<file path="src/mrf_pkg.sv">
// Constants shared by the two-read, one-write register file.
package mrf_pkg;
    localparam int unsigned WORDS      = 8;
    localparam int unsigned WIDTH      = 2;
    localparam int unsigned ADDR_W     = 3;
    localparam logic        PHASE_RST  = 1'h0;
    localparam logic [1:0]  GATE_RST   = 2'h3;
    localparam logic [1:0]  SLAVE_RST  = 2'h0;
    localparam logic [1:0]  OUT_RST    = 2'h0;
    localparam logic [1:0]  OUT_OFF    = 2'h0;
    typedef logic [WIDTH-1:0]  mrf_word_t;
    typedef logic [ADDR_W-1:0] mrf_addr_t;
endpackage

</file>
<file path="src/mrf_regfile.sv">
// Eight-word by two-bit register file with one write port and two read ports.
// Operation
// - Eight two-bit words; two reads and one write in the same cycle.
// - Written word is chosen only by the three-bit write address.
// - Each bit of a word has its own write gate.
// - Write data is loaded when the device clock rises.
// - At the rising clock, a bit is written only if its gate is low.
// - While clock is low, a rising gate writes its bit.
// - While clock is high, each port follows its own read address.
// - A port reading the word just written sees the new value.
// - At the clock fall each port captures its word into a slave.
// - While clock is low, read address changes do not alter outputs.
// - Each port has its own active-low output gate.
`timescale 1ns/1ps
module mrf_regfile (
    input  wire logic             mclk_in,
    input  wire logic             sys_rst_in,
    input  wire logic             device_phase_in,
    input  wire logic [2:0]       write_word_select_in,
    input  wire logic [2:0]       first_port_read_select_in,
    input  wire logic [2:0]       second_port_read_select_in,
    input  wire logic             low_bit_write_gate_in,
    input  wire logic             high_bit_write_gate_in,
    input  wire logic             low_bit_write_value_in,
    input  wire logic             high_bit_write_value_in,
    input  wire logic             first_port_output_gate_in,
    input  wire logic             second_port_output_gate_in,
    output logic                  first_port_low_out,
    output logic                  first_port_high_out,
    output logic                  second_port_low_out,
    output logic                  second_port_high_out
);
    mrf_pkg::mrf_word_t mem_r   [mrf_pkg::WORDS];
    mrf_pkg::mrf_word_t mem_nxt [mrf_pkg::WORDS];
    logic               phase_r;
    logic               phase_nxt;
    logic [1:0]         gate_prev_r;
    logic [1:0]         gate_prev_nxt;
    logic [1:0]         slave_b_r;
    logic [1:0]         slave_b_nxt;
    logic [1:0]         slave_c_r;
    logic [1:0]         slave_c_nxt;
    logic [1:0]         out_b_r;
    logic [1:0]         out_b_nxt;
    logic [1:0]         out_c_r;
    logic [1:0]         out_c_nxt;
    logic [1:0]         gate_now;
    logic [1:0]         wr_bit;
    logic               phase_rise;
    logic               phase_low;
    logic               pass_phase;

    // Read decode shared by both ports, looking at the post-write contents.
    function automatic mrf_pkg::mrf_word_t pick_word(input mrf_pkg::mrf_addr_t sel);
        pick_word = mem_nxt[sel];
    endfunction

    assign gate_now   = {high_bit_write_gate_in, low_bit_write_gate_in};
    assign phase_rise = device_phase_in & ~phase_r;
    assign phase_low  = ~device_phase_in & ~phase_r;
    // The cycle of the falling edge still passes, so the slave captures the word addressed in that cycle.
    assign pass_phase = device_phase_in | phase_r;

    always_comb begin
        for (int b = 0; b < mrf_pkg::WIDTH; b++) begin
            wr_bit[b] = (phase_rise & ~gate_now[b])
                      | (phase_low & gate_now[b] & ~gate_prev_r[b]);
        end
        for (int w = 0; w < mrf_pkg::WORDS; w++) begin
            mem_nxt[w] = mem_r[w];
        end
        // Only the write address steers the store.
        if (wr_bit[0]) begin
            mem_nxt[write_word_select_in][0] = low_bit_write_value_in;
        end
        if (wr_bit[1]) begin
            mem_nxt[write_word_select_in][1] = high_bit_write_value_in;
        end
    end

    always_comb begin
        phase_nxt     = device_phase_in;
        gate_prev_nxt = gate_now;
        slave_b_nxt   = slave_b_r;
        slave_c_nxt   = slave_c_r;
        if (pass_phase) begin
            slave_b_nxt = pick_word(first_port_read_select_in);
            slave_c_nxt = pick_word(second_port_read_select_in);
        end
        // Holding the slave while low keeps address changes off the outputs.
        out_b_nxt = first_port_output_gate_in ? mrf_pkg::OUT_OFF : slave_b_nxt;
        out_c_nxt = second_port_output_gate_in ? mrf_pkg::OUT_OFF : slave_c_nxt;
    end

    // Storage carries no reset so it maps onto plain latches or RAM.
    always_ff @(posedge mclk_in) begin
        for (int w = 0; w < mrf_pkg::WORDS; w++) begin
            mem_r[w] <= mem_nxt[w];
        end
    end

    always_ff @(posedge mclk_in) begin
        if (sys_rst_in) begin
            phase_r     <= mrf_pkg::PHASE_RST;
            gate_prev_r <= mrf_pkg::GATE_RST;
            slave_b_r   <= mrf_pkg::SLAVE_RST;
            slave_c_r   <= mrf_pkg::SLAVE_RST;
            out_b_r     <= mrf_pkg::OUT_RST;
            out_c_r     <= mrf_pkg::OUT_RST;
        end else begin
            phase_r     <= phase_nxt;
            gate_prev_r <= gate_prev_nxt;
            slave_b_r   <= slave_b_nxt;
            slave_c_r   <= slave_c_nxt;
            out_b_r     <= out_b_nxt;
            out_c_r     <= out_c_nxt;
        end
    end

    assign first_port_low_out   = out_b_r[0];
    assign first_port_high_out  = out_b_r[1];
    assign second_port_low_out  = out_c_r[0];
    assign second_port_high_out = out_c_r[1];
endmodule

</file>
<file path="config.mk">
export PLATFORM = sky130hd
export DESIGN_NAME = mrf_regfile
export DESIGN_NICKNAME = d
export VERILOG_FILES = /design/src/mrf_pkg.sv /design/src/mrf_regfile.sv
export SDC_FILE = /design/constraint.sdc
export NUM_CORES = 1
export LEC_CHECK = 0
export BUFFER_PORTS_ARGS = -buffer_cell sky130_fd_sc_hd__buf_2
export CORE_MARGIN = 1.5
export CORE_UTILIZATION = 30
export DETAILED_ROUTE_END_ITERATION = 10
export PLACE_DENSITY = 0.48
export SYNTH_ARGS = -nofsm -noshare
export SYNTH_HDL_FRONTEND = slang
export SYNTH_SLANG_ARGS = --single-unit
</file>
<file path="constraint.sdc">
create_clock -name mclk_in -period 1.6 [get_ports mclk_in]
set_input_delay 0.16 -clock mclk_in [delete_from_list [all_inputs] [get_ports mclk_in]]
set_output_delay 0.16 -clock mclk_in [all_outputs]
set_load 0.01 [all_outputs]
</file>
* Yosys cells after proc, flatten, opt, wreduce, memory -nomap -nowiden
Memory sizes are Yosys's and may differ from the RTL's.
Cells that the tools add are included.
** Operators by class
- $lt $le $gt $ge :: 4
- Mux-type cells :: 16
- Bitwise logic cells :: 20
- Reductions and logical operators :: 3
** Operator list (number)
- $bwmux 16 :: 2
- $mux 16 :: 2
- $mux 2 :: 7
- $bmux 2 s3 :: 2
- $demux 2 s3 :: 2
- $ge 4x4->1 const B :: 3
- $not 3->4 :: 3
- $and 1x1->1 :: 8
- $not 1->1 :: 6
- $lt 4x1->1 const B :: 1
- $reduce_or 2->1 :: 2
- $or 1x1->1 :: 3
- $logic_and 1x1->1 :: 1
- $mux 1 :: 1
** Storage, ports and cells
- Register bits after elaboration :: 11
- Bits in writable memories :: 16
- Output and inout port bits :: 4
- Memories kept :: 1
** Memories
- mem_r :: words 8, bits a word 2, rd ports 8, clocked after Yosys merged registers in 0, wr ports 8, RTL line mrf_regfile.sv:33 : mrf_pkg::mrf_word_t mem_r [mrf_pkg::WORDS];

* Depth between registers and ports, before layout
- Depth in word-level cells :: 13
- Mapped depth :: 8
- Mapped depth without buffers :: 6

* Worst setup path after synthesis
OpenSTA, ideal clock, no wires.
- Kind :: flip-flop to flip-flop
- Start point :: register phase_r
- End point :: register slave_c_r[0]
- Setup time :: 0.133 ns
- Arrival time :: 1.529 ns
- Data required time :: 1.467 ns
- Path slack :: -0.062 ns
- Cell stages (with the launch flop) :: 8
- Buffers on the path :: 1
- Clock period less this slack :: 1.662 ns
- Path through :: dfxtp_1 > nor2_1 > o21a_1 > buf_6 > a311o_1 > a211oi_2 > nor4b_2 > nor3_1
** Between the ends
- Longest elaborated chain between the ends :: 12
- Elaborated cells between the ends (all ways) :: 19
- Those cells by class :: 7 x mux; 12 x bitwise
** RTL lines
- from (decl) :: RTL line mrf_regfile.sv:35 : logic phase_r;
- from (signal assigned) :: RTL line mrf_regfile.sv:104 : phase_r <= mrf_pkg::PHASE_RST;
- from (signal assigned) :: RTL line mrf_regfile.sv:111 : phase_r <= phase_nxt;
- $not 1->1 :: RTL line mrf_regfile.sv:59, mrf_regfile.sv:60
- $and 1x1->1 :: RTL line mrf_regfile.sv:60 : assign phase_low = ~device_phase_in & ~phase_r;
- $and 1x1->1 (2 in series) :: RTL line mrf_regfile.sv:67 : | (phase_low & gate_now[b] & ~gate_prev_r[b]);
- $or 1x1->1 :: RTL line mrf_regfile.sv:67
- $mux 16 :: RTL line mrf_regfile.sv:73 : if (wr_bit[0]) begin
- $bwmux 16 :: RTL line mrf_regfile.sv:77 : mem_nxt[write_word_select_in][1] = high_bit_write_value_in;
- $mux 16 :: RTL line mrf_regfile.sv:76 : if (wr_bit[1]) begin
- $bmux 2 s3 :: RTL line mrf_regfile.sv:55 : pick_word = mem_nxt[sel];
- $mux 2 (not written as such) (2 in series) :: RTL line mrf_regfile.sv:55
- $mux 2 (*) :: RTL line mrf_regfile.sv:86 : if (pass_phase) begin
- to (signal assigned) :: RTL line mrf_regfile.sv:107 : slave_c_r <= mrf_pkg::SLAVE_RST;
- to (signal assigned) :: RTL line mrf_regfile.sv:114 : slave_c_r <= slave_c_nxt;
- to (decl) :: RTL line mrf_regfile.sv:41 : logic [1:0] slave_c_r;
Mark *: on every way between the ends. The rest lies on a longest branch, timed or not. The select of a mux whose other input is x is not followed.
A chain may end at the register's enable or synchronous reset.

* Final worst setup path
- Start point :: register gate_prev_r[1]
- End point :: register out_c_r[1]
** Between the ends
- Longest elaborated chain between the ends :: 8
** RTL lines
- from (decl) :: RTL line mrf_regfile.sv:37 : logic [1:0] gate_prev_r;
- from (signal assigned) :: RTL line mrf_regfile.sv:105 : gate_prev_r <= mrf_pkg::GATE_RST;
- from (signal assigned) :: RTL line mrf_regfile.sv:112 : gate_prev_r <= gate_prev_nxt;
- $not 1->1 :: RTL line mrf_regfile.sv:67
- $and 1x1->1 :: RTL line mrf_regfile.sv:67
- $or 1x1->1 :: RTL line mrf_regfile.sv:67
- $mux 16 :: RTL line mrf_regfile.sv:76
- $bmux 2 s3 :: RTL line mrf_regfile.sv:55
- $mux 2 (not written as such) (2 in series) :: RTL line mrf_regfile.sv:55
- $mux 2 :: RTL line mrf_regfile.sv:86
- to (signal assigned) :: RTL line mrf_regfile.sv:109 : out_c_r <= mrf_pkg::OUT_RST;
- to (signal assigned) :: RTL line mrf_regfile.sv:116 : out_c_r <= out_c_nxt;
- to (decl) :: RTL line mrf_regfile.sv:45 : logic [1:0] out_c_r;
Every way passes these cells. The select of a mux whose other input is x is not followed.

==> run metrics <==
vias in the first global route 1,903; setup TNS -1.13 ns; Die Y 82.8 µm; Vias/cell 5.38; clock buffer count from CTS 3; Initial Util 0.317; HP Class input port to flip-flop; Crit path arrival time 1.97 ns; crit path max-delay cell type or3b_4; Cell Rows 28; Iteration-0 DRC Markers 96; R2R Setup Slk -0.20 ns; CTS tree done; Cell Area, Synth 1910 µm²; GRT Residual Overflow 0; hold buffer count at cts 0; LEAKAGE 1.10 nW; CTS Sinks 27; pre-CTS setup slack -0.263 ns; status finished with violations; routing usage on met2 0.310; I/O Buffers 21; most used flip-flop cell after synthesis dfxtp_1; GR peak layer met2; Setup CP Type flip-flop to flip-flop; Total Routed Length 5920 µm; Nets 307; CP peak stage delay 0.42 ns; GRT met3 Usage 0.0186; Worst-Margin Slew 0.427 ns; post-route clock period utilization 1.13; slew margin rel. 0.715; Async S/R FF share, synth 0; Placer Congestion 0.847; fill count 635; DIE AREA 6850 µm²; global-route wire length before repair 9520 µm; Post-Synthesis Cells 223; Yosys warnings 0; Worst-path clk slew 0.10 ns; GR Util met1 0.250; Clock Latency Late Sink 0.28 ns; Synth-to-Final Area Change 41.0%; vias 1,954; ANT nets after route 0; EDFF count, synth 0; CTS Buffer Depth 2; n_diodes 0; Post-Syn Area per Cell 8.56 µm²; Setup Viol. Count Final 8; total track usage 0.186; DRC 0; io pins 22; TritonRoute pass-1 iters 4; CP required 1.77 ns; Final WS setup -0.205 ns; max cap viols 0; Syn Nets 241; Max Slew Vio Count 0; Final Skew 0.00191 ns; VDD IR max 0.359 mV; failing checks negative setup slack; register area share after synthesis 0.283; post-DP HPWL 4620 µm; cell breakdown of the critical path or3b_4 -> a21oi_4 -> nand2_1 -> mux2i_1 -> a221oi_2 -> nor3_2; Routed wire per std cell 16.3 µm; Worst Path Max Fanout 4; layout cell share with drive strength beyond 1 0.497; crit path launch type flip-flop; Die X 82.8 µm; Root Buffer clkbuf_8; htree depth 1; Core ar. 6030 µm²; Util after Layout 0.447; power per standard cell area 797 nW/µm²; largest net degree at the start of global routing 16; initial antenna violation count 0; Setup crit end kind flip-flop; Power, Total 2.14 mW; RSZ-0062 raised after global routing yes; Fmax 0.554 GHz; Yosys reg bits 27; Hold Slack 0.0595 ns; crit path time final 1.80 ns; Netlist cell types 58; Hold Violations, Final 0
==> flip-flops by register name, summed over array words and instances (netlist names) <==
register     flops
slave_c_r        2
gate_prev_r      2
phase_r          1
out_c_r          2
out_b_r          2
slave_b_r        2
mem_r           16
==> per-stage QoR <==
| stage | area, µm² | std cells |
|---|---|---|
| after global routing | 2690 | 363 |
| after CTS | 2610 | 364 |
| final | 2690 | 363 |
| after detailed placement | 2460 | 359 |
| after global placement | 2460 | 359 |
| after floorplan | 1920 | 223 |
==> kinds of logic (layout without fill, tap and decap cells) <==
| kind of cell | count (synthesis) | after routing | share of synthesized area |
|---|---|---|---|
| muxes | 27 | 27 | 0.152 |
| DFF | 27 | 27 | 0.283 |
| xor gates and xnor gates | 2 | 2 | 0.0131 |
| buffers and inverters | 22 | 87 | 0.0629 |
| AOI/OAI and AO/OA | 60 | 60 | 0.233 |
| and+or+nand+nor | 85 | 85 | 0.256 |
==> layout by cell type (no fill, tap or decap), drive strengths merged, types with 2 or more instances in the layout <==
master / Yosys / layout
o31ai: 3 / 3
o311ai: 2 / 2
mux2: 16 / 16
a311oi: 2 / 2
a211o: 2 / 2
dfxtp: 27 / 27
nand4: 2 / 2
inv: 4 / 4
nand3: 4 / 4
a221oi: 2 / 2
nor3: 12 / 12
clkbuf: 5 / 3
a21oi: 12 / 12
nor3b: 4 / 4
a211oi: 14 / 14
nor4: 5 / 5
o21a: 3 / 3
mux2i: 11 / 11
nor2b: 8 / 8
nand2: 22 / 22
o21ai: 10 / 10
a2111o: 2 / 2
nand2b: 5 / 5
or2: 4 / 4
nor4b: 2 / 2
nor2: 14 / 14
buf: 13 / 79
==> power breakdown <==
part	switching [mW]	internal [mW]
registers	0.107	0.803
logic	0.391	0.432
clock network	0.236	0.175
total	0.733	1.41
==> layer usage <==
metal  share of wire  wire [µm]
met5               0          0
met4           0.019        113
met3           0.034        202
met2            0.46       2710
met1            0.49       2890
==> synthesized netlist by cell type, types with 2 or more instances <==
library cell  count  area share
a21oi_1          11       0.029
inv_1             4      0.0079
mux2_2           16       0.094
o21ai_1           3      0.0079
a221oi_1          2      0.0092
nand3_1           4       0.010
o31ai_1           2      0.0079
o21ai_0           7       0.018
mux2i_1          11       0.058
nor2_1           14       0.028
nor4_1            3      0.0098
nand2b_1          5       0.016
dfxtp_1          27        0.28
nor3_1           11       0.029
clkbuf_1          4      0.0079
a211oi_1         13       0.051
a2111o_1          2       0.012
o21a_1            3       0.012
nor3b_1           2      0.0079
a211o_1           2      0.0092
buf_2             8       0.021
nand2_1          21       0.041
nor2b_1           6       0.020
a311oi_1          2      0.0092
nand4_1           2      0.0066
or2_2             3      0.0098
buf_6             3       0.018
nor4_2            2       0.013
==> worst paths after layout <==
check                                               start     endpoint  depth (start not counted)
worst max register to register             gate_prev_r[1]   out_c_r[1]                          6
worst max-delay path                       gate_prev_r[1]   out_c_r[1]                          6
worst min-delay path            first_port_output_gate_in   out_b_r[0]                          2
worst min register to register                mem_r[1][2]  mem_r[1][2]                          1
==> final cells by class <==
| class | instances | area, µm² | area share |
|---|---|---|---|
| sequential | 27 | 547 | 0.203 |
| inverter | 4 | 15.0 | 0.00558 |
| clock inverter | 1 | 5.00 | 0.00186 |
| tap | 75 | 93.8 | 0.0349 |
| clock buffer | 3 | 41.3 | 0.0153 |
| timing repair buffer | 79 | 564 | 0.210 |
| multi-input combinational | 174 | 1430 | 0.530 |
==> worst max-delay path, delay by kind of cell (launching register included) <==
kind               cells  cell delay, ns
muxes                  1            0.14
AOI/OAI and AO/OA      2            0.61
and+or+nand+nor        3            0.59
DFF                    1            0.35
==> repair_timing <==
action | CTS | global route
pin swaps | 13 | 13
setup buffers | 3 | 1
setup endpoints to repair | 13 | 18
gates resized for setup | 26 | 18
gates cloned | 0 | 0
(Power assumes the default switching activity.)
